**src/hw/csmi_pkg.sv**
```systemverilog
// Constants and types for the codec serial mode interpreter.
`default_nettype none

package csmi_pkg;

  // ==========================================================
  // Timing
  localparam int unsigned SYS_CLK_HZ   = 10_000_000;
  localparam int unsigned WORD_BITS    = 16;
  localparam int unsigned SCLK_DIV     = 8;
  localparam int unsigned DEF_FS_DIV   = 2048;
  localparam int unsigned FAST_FS_DIV  = 256;
  localparam logic [8:0]  DEF_FS_BITS  = 9'(DEF_FS_DIV / SCLK_DIV);
  localparam logic [8:0]  FAST_FS_BITS = 9'(FAST_FS_DIV / SCLK_DIV);
  localparam logic [2:0]  SAMPLE_PHASE = 3'h6;
  localparam logic [2:0]  LAUNCH_PHASE = 3'h7;
  localparam logic [3:0]  LAST_BIT     = 4'hf;

  // ==========================================================
  // Control word layout
  localparam int unsigned FLAG_BIT = 15;
  localparam int unsigned ADDR_MSB = 14;
  localparam int unsigned ADDR_LSB = 12;
  localparam int unsigned REG_MSB  = 11;
  localparam int unsigned REG_LSB  = 8;
  localparam int unsigned VAL_MSB  = 7;
  localparam logic [2:0]  ADDR_ONE = 3'h1;

  // ==========================================================
  // Register indices, fields and reset values
  localparam logic [3:0] REG_MODE  = 4'h0;
  localparam logic [3:0] REG_RATE  = 4'h1;
  localparam logic [3:0] REG_LOOP  = 4'h5;
  localparam int unsigned MODE_DPS_BIT = 0;
  localparam int unsigned MODE_MIX_BIT = 1;
  localparam int unsigned MODE_DLP_BIT = 2;
  localparam int unsigned MODE_SLP_BIT = 3;
  localparam int unsigned MODE_CNT_LSB = 4;
  localparam int unsigned MODE_CNT_MSB = 6;
  localparam int unsigned RATE_LSB     = 0;
  localparam int unsigned RATE_MSB     = 1;
  localparam int unsigned LOOP_ANA_BIT = 7;
  localparam logic [7:0] MODE_RESET = 8'h00;
  localparam logic [7:0] RATE_RESET = 8'h00;
  localparam logic [7:0] LOOP_RESET = 8'h00;

  typedef enum logic [1:0] {
    CSMI_TX_IDLE,
    CSMI_TX_SYNC,
    CSMI_TX_BITS
  } csmi_tx_state_t;

endpackage

`default_nettype wire

```
**src/hw/csmi_codec_serial.sv**
```systemverilog
// Serial front end: frame timing, frame decode and mode handling.
`default_nettype none

module csmi_codec_serial
  import csmi_pkg::*;
(
  // Clock and reset
  input  wire logic        clk_sys,
  input  wire logic        rst,
  // Pins from the host side
  input  wire logic        serial_enable_pin,
  input  wire logic        serial_data_in,
  input  wire logic        input_frame_sync,
  // Pins to the host side
  output logic             serial_clock_reg,
  output logic             output_frame_sync,
  output logic             serial_data_out,
  // Converter side
  input  wire logic [15:0] adc_sample,
  output logic             sample_strobe,
  output logic [15:0]      dac_data_reg,
  output logic             dac_load,
  // Configuration state
  output logic [7:0]       mode_config_register,
  output logic [7:0]       rate_config_register,
  output logic [7:0]       loop_config_register
);

  // ==========================================================
  // Pin synchronisers
  // The filtered value only moves when stages two and three agree.
  logic [2:0] pin_raw;
  logic [2:0] sync1_reg;
  logic [2:0] sync2_reg;
  logic [2:0] sync3_reg;
  logic [2:0] pin_reg;

  assign pin_raw = {serial_enable_pin, input_frame_sync, serial_data_in};

  genvar gi;
  generate
    for (gi = 0; gi < 3; gi++) begin : g_sync
      always_ff @(posedge clk_sys or posedge rst) begin
        if (rst) begin
          sync1_reg[gi] <= 1'b0;
          sync2_reg[gi] <= 1'b0;
          sync3_reg[gi] <= 1'b0;
          pin_reg[gi]   <= 1'b0;
        end else begin
          sync1_reg[gi] <= pin_raw[gi];
          sync2_reg[gi] <= sync1_reg[gi];
          sync3_reg[gi] <= sync2_reg[gi];
          if (sync2_reg[gi] == sync3_reg[gi]) begin
            pin_reg[gi] <= sync3_reg[gi];
          end
        end
      end
    end
  endgenerate

  wire din_s = pin_reg[0];
  wire ifs_s = pin_reg[1];
  wire ena_s = pin_reg[2];

  // ==========================================================
  // Serial clock divider
  // Inputs are sampled late in the bit so the synchroniser delay
  // has settled; this is why the serial clock is slow against clk_sys.
  logic [2:0] phase_reg;
  wire  [2:0] phase_next = phase_reg + 3'h1;
  wire        sample_en  = (phase_reg == SAMPLE_PHASE);
  wire        launch_en  = (phase_reg == LAUNCH_PHASE);

  always_ff @(posedge clk_sys or posedge rst) begin
    if (rst) begin
      phase_reg        <= 3'h0;
      serial_clock_reg <= 1'b0;
    end else begin
      phase_reg        <= phase_next;
      serial_clock_reg <= ~phase_next[2];
    end
  end

  // ==========================================================
  // Mode decode
  wire       dps       = mode_config_register[MODE_DPS_BIT];
  wire       mix_bit   = mode_config_register[MODE_MIX_BIT];
  wire       dloop     = mode_config_register[MODE_DLP_BIT];
  wire       sloop     = mode_config_register[MODE_SLP_BIT];
  wire [2:0] casc_cnt  =
    mode_config_register[MODE_CNT_MSB:MODE_CNT_LSB];
  wire       prog_mode  = ~dps;
  wire       data_mode  = dps & ~mix_bit;
  wire       mixed_mode = dps & mix_bit;
  wire       cfg_open   = prog_mode | mixed_mode;

  // ==========================================================
  // Sample interval timer
  logic       rate_written_reg;
  logic [8:0] fs_cnt_reg;
  wire  [1:0] rate_sel = rate_config_register[RATE_MSB:RATE_LSB];
  wire  [8:0] fs_rate_bits = 9'(FAST_FS_BITS << (~rate_sel));
  wire  [8:0] fs_period = rate_written_reg ? fs_rate_bits : DEF_FS_BITS;
  wire        fs_wrap   = (fs_cnt_reg >= fs_period - 9'h1);
  wire        fs_tick   = ena_s & launch_en & fs_wrap;

  always_ff @(posedge clk_sys or posedge rst) begin
    if (rst) begin
      fs_cnt_reg <= 9'h0;
    end else if (launch_en) begin
      fs_cnt_reg <= (fs_wrap || !ena_s) ? 9'h0 : fs_cnt_reg + 9'h1;
    end
  end

  // ==========================================================
  // Receiver
  logic        rx_active_reg;
  logic [3:0]  rx_cnt_reg;
  logic [15:0] rx_shift_reg;
  logic        rx_done_reg;
  logic [3:0]  ifs_count_reg;
  logic [3:0]  rx_index_reg;
  logic        interval_start;
  wire         rx_start = sample_en & ifs_s &
                          (!rx_active_reg || rx_cnt_reg == LAST_BIT);
  wire  [15:0] rx_word_next = {rx_shift_reg[14:0], din_s};

  always_ff @(posedge clk_sys or posedge rst) begin
    if (rst) begin
      rx_active_reg <= 1'b0;
      rx_cnt_reg    <= 4'h0;
      rx_shift_reg  <= 16'h0000;
      rx_done_reg   <= 1'b0;
    end else begin
      rx_done_reg <= 1'b0;
      if (sample_en && rx_active_reg) begin
        rx_shift_reg <= rx_word_next;
        rx_cnt_reg   <= rx_cnt_reg + 4'h1;
        rx_done_reg  <= (rx_cnt_reg == LAST_BIT);
        rx_active_reg <= (rx_cnt_reg != LAST_BIT) | ifs_s;
      end else if (rx_start) begin
        rx_active_reg <= 1'b1;
        rx_cnt_reg    <= 4'h0;
      end
    end
  end

  always_ff @(posedge clk_sys or posedge rst) begin
    if (rst) begin
      ifs_count_reg <= 4'h0;
      rx_index_reg  <= 4'h0;
    end else if (interval_start) begin
      ifs_count_reg <= 4'h0;
    end else if (rx_start) begin
      ifs_count_reg <= ifs_count_reg + 4'h1;
      rx_index_reg  <= ifs_count_reg + 4'h1;
    end
  end

  // ==========================================================
  // Frame decode
  wire [15:0] rxw      = rx_shift_reg;
  wire [2:0]  rx_addr  = rxw[ADDR_MSB:ADDR_LSB];
  wire [3:0]  rx_reg   = rxw[REG_MSB:REG_LSB];
  wire [7:0]  rx_val   = rxw[VAL_MSB:0];
  wire        own_slot = (rx_index_reg == {1'b0, casc_cnt} + 4'h1);
  // control frames; never in data mode
  wire        is_ctrl  = rx_done_reg &
                         (prog_mode | (mixed_mode & rxw[FLAG_BIT]));
  wire        is_data  = rx_done_reg & own_slot &
                         (data_mode | (mixed_mode & ~rxw[FLAG_BIT]));
  wire        ctrl_own = is_ctrl & (rx_addr == 3'h0);
  wire        ctrl_fwd = is_ctrl & (rx_addr != 3'h0);
  wire        cfg_wr   = ctrl_own & cfg_open;
  wire [15:0] fwd_word = {rxw[15], rx_addr - ADDR_ONE, rxw[11:0]};
  wire [15:0] dac_word = mixed_mode ? {rxw[14:0], 1'b0} : rxw;

  // loop bits only clear in mixed mode
  wire [7:0] mode_wr = {rx_val[7:4],
                        rx_val[MODE_SLP_BIT] | (sloop & ~mixed_mode),
                        rx_val[MODE_DLP_BIT] | (dloop & ~mixed_mode),
                        rx_val[1:0]};

  // ==========================================================
  // Configuration registers
  always_ff @(posedge clk_sys or posedge rst) begin
    if (rst) begin
      mode_config_register <= MODE_RESET;
      rate_config_register <= RATE_RESET;
      loop_config_register <= LOOP_RESET;
      rate_written_reg     <= 1'b0;
    end else if (cfg_wr) begin
      if (rx_reg == REG_MODE) begin
        mode_config_register <= mode_wr;
      end
      if (rx_reg == REG_RATE) begin
        rate_config_register <= rx_val;
        rate_written_reg     <= 1'b1;
      end
      if (rx_reg == REG_LOOP) begin
        loop_config_register <= rx_val;
      end
    end
  end

  // ==========================================================
  // DAC register
  always_ff @(posedge clk_sys or posedge rst) begin
    if (rst) begin
      dac_data_reg <= 16'h0000;
      dac_load     <= 1'b0;
    end else begin
      dac_load <= 1'b0;
      if (dloop && fs_tick) begin
        dac_data_reg <= adc_sample;
        dac_load     <= 1'b1;
      end else if (!dloop && is_data) begin
        dac_data_reg <= dac_word;
        dac_load     <= 1'b1;
      end
    end
  end

  // ==========================================================
  // Transmitter
  // One idle bit separates words, so the sync always leads by one bit.
  csmi_tx_state_t tx_state_reg;
  logic        sample_pend_reg;
  logic        fwd_valid_reg;
  logic [15:0] fwd_word_reg;
  logic [15:0] echo_word_reg;
  logic [15:0] tx_shift_reg;
  logic [3:0]  tx_cnt_reg;
  wire         tx_idle  = (tx_state_reg == CSMI_TX_IDLE);
  wire         take_smp = launch_en & tx_idle & sample_pend_reg;
  wire         take_fwd = launch_en & tx_idle & ~sample_pend_reg &
                          fwd_valid_reg;
  wire [15:0]  adc_word = mixed_mode ? {1'b0, adc_sample[14:0]}
                                     : adc_sample;
  wire [15:0]  smp_word = sloop ? echo_word_reg : adc_word;

  assign interval_start = take_smp;

  // New events win over the clear of the same cycle.
  always_ff @(posedge clk_sys or posedge rst) begin
    if (rst) begin
      sample_pend_reg <= 1'b0;
      fwd_valid_reg   <= 1'b0;
      fwd_word_reg    <= 16'h0000;
      echo_word_reg   <= 16'h0000;
      sample_strobe   <= 1'b0;
    end else begin
      sample_strobe   <= fs_tick;
      sample_pend_reg <= fs_tick | (sample_pend_reg & ~take_smp);
      fwd_valid_reg   <= ctrl_fwd | (fwd_valid_reg & ~take_fwd);
      if (ctrl_fwd) begin
        fwd_word_reg <= fwd_word;
      end
      if (rx_done_reg) begin
        echo_word_reg <= rxw;
      end
    end
  end

  always_ff @(posedge clk_sys or posedge rst) begin
    if (rst) begin
      tx_state_reg      <= CSMI_TX_IDLE;
      tx_shift_reg      <= 16'h0000;
      tx_cnt_reg        <= 4'h0;
      output_frame_sync <= 1'b0;
      serial_data_out   <= 1'b0;
    end else if (launch_en) begin
      unique case (tx_state_reg)
        CSMI_TX_IDLE: begin
          serial_data_out <= 1'b0;
          if (take_smp || take_fwd) begin
            output_frame_sync <= 1'b1;
            tx_shift_reg      <= take_smp ? smp_word : fwd_word_reg;
            tx_state_reg      <= CSMI_TX_SYNC;
          end
        end
        CSMI_TX_SYNC: begin
          output_frame_sync <= 1'b0;
          serial_data_out   <= tx_shift_reg[15];
          tx_shift_reg      <= {tx_shift_reg[14:0], 1'b0};
          tx_cnt_reg        <= 4'h0;
          tx_state_reg      <= CSMI_TX_BITS;
        end
        CSMI_TX_BITS: begin
          if (tx_cnt_reg == LAST_BIT) begin
            serial_data_out <= 1'b0;
            tx_state_reg    <= CSMI_TX_IDLE;
          end else begin
            serial_data_out <= tx_shift_reg[15];
            tx_shift_reg    <= {tx_shift_reg[14:0], 1'b0};
            tx_cnt_reg      <= tx_cnt_reg + 4'h1;
          end
        end
      endcase
    end
  end

endmodule

`default_nettype wire

```
**config.mk**
```make
export PLATFORM = sky130hd
export DESIGN_NAME = csmi_codec_serial
export DESIGN_NICKNAME = d
export VERILOG_FILES = /design/src/hw/csmi_pkg.sv /design/src/hw/csmi_codec_serial.sv
export SDC_FILE = /design/constraint.sdc
export NUM_CORES = 1
export LEC_CHECK = 0
export ABC_AREA = 1
export BUFFER_PORTS_ARGS = -buffer_cell sky130_fd_sc_hd__clkbuf_2
export CAP_MARGIN = 20
export CELL_PAD_IN_SITES_DETAIL_PLACEMENT = 1
export CELL_PAD_IN_SITES_GLOBAL_PLACEMENT = 1
export CORE_MARGIN = 10
export CORE_UTILIZATION = 27
export CTS_CLUSTER_SIZE = 14
export DETAILED_ROUTE_END_ITERATION = 8
export MAX_ROUTING_LAYER = met4
export PLACE_DENSITY_LB_ADDON = 0.2
export REMOVE_ABC_BUFFERS = 1
export SYNTH_ARGS = -nofsm -noshare
export SYNTH_HDL_FRONTEND = slang
export SYNTH_SLANG_ARGS = --single-unit
export TNS_END_PERCENT = 5
```
**constraint.sdc**
```tcl
create_clock -name clk_sys -period 5.2 [get_ports clk_sys]
set_clock_uncertainty 0.15 [all_clocks]
set_input_delay 0 -clock clk_sys [delete_from_list [all_inputs] [get_ports clk_sys]]
set_output_delay 0 -clock clk_sys [all_outputs]
set_load 0.05 [all_outputs]
```
==> results of run 1 <==
==> how the worst max path moves through the flow <==
stage / end / cells after the start
floorplan: dac_data_reg[0]$_DFFE_PP0P_ / 1
global placement: rx_index_reg[3]$_DFFE_PP0P_ / 10
detailed placement: dac_data_reg[14]$_DFFE_PP0P_ / 13
CTS: dac_data_reg[14]$_DFFE_PP0P_ / 13
global route: dac_data_reg[6]$_DFFE_PP0P_ / 14
finish: dac_data_reg[3]$_DFFE_PP0P_ / 14
==> worst max-delay path, cell delays in order (launching register included) <==
cell and delay, ps:
sky130_fd_sc_hd__dfrtp_1 380, sky130_fd_sc_hd__inv_1 70, sky130_fd_sc_hd__nor3_1 280, sky130_fd_sc_hd__inv_1 80, sky130_fd_sc_hd__ha_1 190, sky130_fd_sc_hd__xor2_1 170
sky130_fd_sc_hd__ha_1 270, sky130_fd_sc_hd__nand2_1 60, sky130_fd_sc_hd__nor2_1 130, sky130_fd_sc_hd__nand2_2 90, sky130_fd_sc_hd__nand2_4 220, sky130_fd_sc_hd__nand3_4 420
sky130_fd_sc_hd__nand2_1 190, sky130_fd_sc_hd__nand2_1 70, sky130_fd_sc_hd__nand2_1 50
==> routing by layer <==
| layer | vias to the layer above | GRT usage |
|---|---|---|
| met5 | - | - |
| met4 | 0 | 0.0368 |
| met3 | 9 | 0.0228 |
| met2 | 76 | 0.210 |
| met1 | 2968 | 0.184 |
| li1 | 2963 | - |
==> cells by family after synthesis <==
| logic type | after synthesis | share of synthesized area |
|---|---|---|
| simple gates | 370 | 0.225 |
| fa+ha+maj | 22 | 0.0361 |
| xor+xnor | 12 | 0.0142 |
| flops | 156 | 0.527 |
| buf+inv | 114 | 0.0674 |
| compound gates | 181 | 0.128 |
| mux | 1 | 0.00152 |
| other cells | 1 | 0.000506 |
==> final cells by class <==
class	count	area, sq um
Fill cell	3124	18200
Sequential cell	156	3900
Multi-Input combinational cell	587	3000
Timing Repair Buffer	93	626
Clock buffer	21	440
Tap cell	341	427
Inverter	75	287
Clock inverter	10	95.1
==> metrics by stage <==
stage	utilization	instances	instance area, sq um
3_5_place_dp	0.297	1230	7990
3_3_place_gp	0.297	1230	7990
6_report	0.326	1283	8780
5_1_grt	0.326	1283	8780
2_1_floorplan	-	818	7190
4_1_cts	0.324	1281	8730
==> power groups by stage <==
stage / registers, mW / logic, mW / clock network [mW]
finish: 1.25 / 0.0984 / 1.17
global route: 1.25 / 0.114 / 1.26
CTS: 1.25 / 0.102 / 1.21
detailed placement: 1.27 / 0.0899 / 0
global placement: 1.27 / 0.0888 / 0
floorplan: 1.27 / 0.0499 / 0
==> placed cells by master, fill, tap and decap left out, drive strengths merged, types with 8 or more instances in the layout <==
cell type / count
o21ai: 139
nand4: 21
nand2: 259
ha: 19
dfrtp: 156
xor2: 8
nor2: 20
inv: 75
buf: 8
a21oi: 28
dlygate4sd3: 20
clkbuf: 86
nand3: 63
==> qor.yml, run 1 <==
synthesis:
  synth_most_common_cell: "sky130_fd_sc_hd__nand2_1"
  area_share_of_the_largest_cell_type_after_synthesis: 0.527
  yosys.area.top_type: "sky130_fd_sc_hd__dfrtp_1"
  post_synth_num_cell_types: 41
  synth.yosys.seq_area_share: 0.527
  synth-edff-count: 0
  synth_ff_type: "sky130_fd_sc_hd__dfrtp_1"
  async_flop_share: 1.00
  post_synth.cell_area_avg_sq_um: 8.64
  synth_top_cells_by_count: "sky130_fd_sc_hd__nand2_1, sky130_fd_sc_hd__dfrtp_1, sky130_fd_sc_hd__o21ai_0"
  ys_seq_elements: 156
  netlist_instances: 857
  synth_area_leaders: "sky130_fd_sc_hd__dfrtp_1, sky130_fd_sc_hd__nand2_1, sky130_fd_sc_hd__o21ai_0, sky130_fd_sc_hd__nand3_1, sky130_fd_sc_hd__inv_1"
  netlist_area_before_placement_sq_um: 7410
  synth.yosys.warnings: 0
grt:
  grt_pass1_wl_mm: 36.1
  grt_usage: 0.137
  grt-ovfl-total: 0
  grt_start_max_net_pins: 68
  first_global_vias: 6360
  antenna_found_initial: 0
floorplanning:
  row_count: 60
  die_y_um: 186
  fp.dieW_um: 186
  core-area_sq_um: 27000
  die-area_sq_um: 34500
  floorplan.io_pins: 66
  starting_density: 0.275
drt:
  routedWlPerCell_um: 17.0
  route.met2.wl_mm: 10.2
  drt_wl_total_mm: 21.8
  routed_via_density: 4.69
  wl_met1_mm: 10.8
  route.antenna.remaining_nets: 0
  post-route-drc-count: 0
  drtIter0Drc: 326
  dr.max_layer_used: "met4"
  drtPass1Iterations: 4
  route.vias.total: 6016
  met3_wirelength_um: 617
power_and_ir_drop:
  clock_power_share: 0.466
  sequentialPowerShare: 0.495
  power.ir.vdd_worst_uv: 126
  switchingPower_mw: 0.597
  comb_power_share: 0.039
  pwr_density_cell_nw_per_um2: 287
  power_switching_share: 0.237
  leakage_nw: 4.18
  finalPower_mw: 2.52
  cell_internal_power_mw: 1.92
clocking:
  cts_resized: 0
  clock_tree.buffer_depth: 2
  cts_num_sinks: 156
  worst_skew_late_latency_ps: 430
  clock_tree_from_tritoncts: "yes"
  htree_levels: 4
  post_cts_hold_buffer_count: 20
  cts.repair_timing.setup_buffer_count: 0
  clock_pin_transition_on_the_worst_setup_and_hold_timing_paths_ps: 60
  cts_inserted_buffers: 17
  clock-root-buffer: "sky130_fd_sc_hd__clkbuf_16"
flow_run:
  max_cap_violations: 0
worst_setup_path:
  rr_endpoint: "dac_data_reg[3]$_DFFE_PP0P_"
  worst_setup_path_startpoint: "rate_config_register[1]$_DFFE_PP0P_"
  kind_of_launch_point_of_the_worst_setup_path: "flip-flop"
  crit_path_max_fanout: 33
  critical_path_required_ps: 5400
  timing.rr.start: "rate_config_register[1]$_DFFE_PP0P_"
  reg2regPathDepth: 14
  crit_type: "reg2reg"
  worst-r2r-setup-slack_ps: 2280
  crit_arrival_ps: 3130
  worst_setup_path_end_kind: "flip-flop"
layout:
  diodes: 0
  finalNetCount: 970
  post_route_cells_drive_above_1_share: 0.143
  layout-area-overhead-vs-synth_pct: 18.6
sta:
  setup_viol: 0
  final.hold.worst_slack_ps: 1.07
  final_hold_viol_count: 0
  max_freq_mhz: 342
  rsz0062_at_grt: "false"
  portion_of_the_clock_cycle_consumed_by_the_worst_path_in_the_final_layout: 0.562
  final.setup.worst_slack_ps: 2280
  max-slew-margin-rel: 0.304
  tightest_slew_ps: 1040
  setup_total_negative_slack_ps: 0
  timing_max_transition_violations_final: 0
  final.min_clock_period_ps: 2920
place:
  pre_cts_ws_ps: 2260
  port_buffers: 65
  routabilityCongestion: 0.756
  detailedPlacementHpwl_mm: 14.9
min_path:
  timing.hold.worst.class: "in2async"
outcome:
  run_status: "complete, no violations"
Note: power is estimated with default switching activity, not from simulation.
==> inputs of run 2 (changes only) <==
Clock period 5.2 ns to 3.1 ns, I/O delays scaled along.
==> run 2 against run 1 <==
- global-route usage is 0.074 points higher
- power up 72%
- critical path depth down 1
- via count is 0.50% higher
- first-iteration DRC count fell by 2.5%
- die area stayed put
- flip-flop and latch count unchanged
- worst setup slack lost 1900 ps
- core utilization increased by 0.24 points
- non-clock buffer count grew 7
- final area grew 0.73%
- largest power group unchanged
==> qor.yml, run 2 (synthesized netlist as in run 1, its figures left out) <==
place:
  detailedPlacementHpwl_mm: 15.1  # was 14.9 mm
  port_buffers: 65  # unchanged
  routabilityCongestion: 0.769  # was 0.756
worst_setup_path:
  cp.buffers_inverters: 2  # unchanged
  critical-path-slowest-cell: "sky130_fd_sc_hd__dfrtp_1"  # was sky130_fd_sc_hd__nand3_4
  worst_setup_path_end_kind: "flip-flop"  # unchanged
  crit_type: "reg2reg"  # unchanged
  max_stage_delay_ps: 380  # was 420 ps
  kind_of_launch_point_of_the_worst_setup_path: "flip-flop"  # unchanged
  worstPathCellList: "inv_1, nor3_1, inv_1, ha_1, xor2_1, ha_1, nand2_1, nor2_1, nand2_2, nand2_4, nand3_4, nand3_1, nand2_1"  # was inv_1, nor3_1, inv_1, ha_1, xor2_1, ha_1, nand2_1, nor2_1, nand2_2, nand2_4, nand3_4, nand2_1, nand2_1, nand2_1
  crit_path_max_fanout: 33  # unchanged
  critical_path_required_ps: 3270  # was 5400 ps
  crit_arrival_ps: 2850  # was 3130 ps
  path_delay_family: "simple AND/OR/NAND/NOR gates"  # unchanged
layout:
  layout-area-overhead-vs-synth_pct: 19.4  # was 18.6%
  post_route_cells_drive_above_1_share: 0.155  # was 0.143
  finalNetCount: 977  # was 970
  diodes: 0  # unchanged
  final_common_cell: "sky130_fd_sc_hd__nand2_1"  # unchanged
  layout_common_cells: "sky130_fd_sc_hd__nand2_1, sky130_fd_sc_hd__dfrtp_1, sky130_fd_sc_hd__o21ai_0"  # unchanged
grt:
  antenna_found_initial: 0  # unchanged
  grt_start_max_net_pins: 74  # was 68
  grt-ovfl-total: 0  # unchanged
  grt_usage: 0.138  # was 0.137
  first_global_vias: 6441  # was 6360
  grt_pass1_wl_mm: 36.2  # was 36.1 mm
min_path:
  timing.hold.worst.class: "in2reg"  # was in2async
sta:
  timing_max_transition_violations_final: 0  # unchanged
  tightest_slew_ps: 688  # was 1040 ps
  setup_total_negative_slack_ps: 0  # unchanged
  portion_of_the_clock_cycle_consumed_by_the_worst_path_in_the_final_layout: 0.867  # was 0.562
  max_freq_mhz: 372  # was 342 MHz
  max-slew-margin-rel: 0.541  # was 0.304
  final.min_clock_period_ps: 2690  # was 2920 ps
  final_hold_viol_count: 0  # unchanged
  rsz0062_at_grt: "false"  # unchanged
  setup_viol: 0  # unchanged
  final.hold.worst_slack_ps: 68.6  # was 1.07 ps
clocking:
  clock_tree_from_tritoncts: "yes"  # unchanged
  clock_pin_transition_on_the_worst_setup_and_hold_timing_paths_ps: 70  # was 60 ps
  htree_levels: 4  # unchanged
  worst_skew_late_latency_ps: 430  # about the same
  clock-root-buffer: "sky130_fd_sc_hd__clkbuf_16"  # unchanged
  cts_num_sinks: 156  # unchanged
  cts_inserted_buffers: 17  # unchanged
  clock_tree.buffer_depth: 2  # unchanged
floorplanning:
  core-area_sq_um: 27000  # unchanged
  die-area_sq_um: 34500  # unchanged
  row_count: 60  # unchanged
  fp.dieW_um: 186  # unchanged
  floorplan.io_pins: 66  # unchanged
  die_y_um: 186  # unchanged
  starting_density: 0.275  # unchanged
power_and_ir_drop:
  power.ir.vdd_worst_uv: 238  # was 126 uV
  pwr_density_cell_nw_per_um2: 489  # was 287 nW/um^2
  leakage_nw: 4.22  # was 4.18 nW
outcome:
  run_status: "complete, no violations"  # unchanged
drt:
  route.antenna.remaining_nets: 0  # unchanged
  drtIter0Drc: 318  # was 326
  drtPass1Iterations: 4  # unchanged
  route.vias.total: 6046  # was 6016
  post-route-drc-count: 0  # unchanged
  drt_wl_total_mm: 22.0  # was 21.8 mm
  routedWlPerCell_um: 17.0  # about the same
  routed_via_density: 4.68  # was 4.69
flow_run:
  max_cap_violations: 0  # unchanged
==> run 2: through the flow <==
stage / util / std cells / power [mW] / setup slack [ps] / cell area [sq um]
2_1_floorplan: - / 818 / 2.21 / -1260 / 7190
3_3_place_gp: 0.299 / 1239 / 2.28 / 508 / 8070
3_5_place_dp: 0.299 / 1239 / 2.28 / 394 / 8070
4_1_cts: 0.328 / 1291 / 4.41 / 386 / 8850
5_1_grt: 0.328 / 1291 / 4.51 / 117 / 8850
6_report: 0.328 / 1291 / 4.33 / 414 / 8850
==> run 2: timing repair <==
| item | 4_1_cts | 5_1_grt |
|---|---|---|
| endpoints found under the hold margin | 97 | 0 |
| hold buffers | 20 | 0 |
| buffers inserted | 0 | 0 |
| resized for setup | 0 | 0 |
==> run 2: path summary, 6_finish.rpt <==
kind,start,endpoint,slack (ps),depth (start not counted)
worst max-delay path,rate_config_register[1]$_DFFE_PP0P_,dac_data_reg[13]$_DFFE_PP0P_,410,13
worst min-delay path,serial_data_in,sync1_reg[0]$_DFF_PP0_,70,2
worst max register to register,rate_config_register[1]$_DFFE_PP0P_,dac_data_reg[13]$_DFFE_PP0P_,410,13
worst min register to register,sync1_reg[1]$_DFF_PP0_,sync2_reg[1]$_DFF_PP0_,200,0
max in group asynchronous,rst,fwd_word_reg[7]$_DFFE_PP0P_,1910,4
min in group asynchronous,rst,ena_s$_DFFE_PP0N_,110,3
==> run 2: worst reg2reg max path: cells and delay by family (launching register included) <==
kind	cells	cell delay, ps
DFF	1	380
and+or+nand+nor	8	1270
buffers and inverters	2	150
adders and majority gates	2	460
xor gates and xnor gates	1	170
==> run 2: routing by layer <==
metal  share of wire  up-vias  track usage
met5               0        -            -
met4          0.0085        0       0.0332
met3           0.027       13       0.0255
met2            0.47       69        0.213
met1            0.50     2979        0.184
li1                -     2985            -
==> run 2: where the power goes <==
| group | internal (mW) | switching (mW) |
|---|---|---|
| registers | 2.07 | 0.0224 |
| logic | 0.0548 | 0.110 |
| clock network | 1.14 | 0.932 |
| total | 3.26 | 1.06 |
==> run 2: layout make-up <==
cell class	count	area, sq um
clock buffer	18	439
inverter	75	287
tap	341	427
multi-input combinational	587	3000
clock inverter	14	135
fill	3140	18100
sequential	156	3900
timing repair buffer	100	651
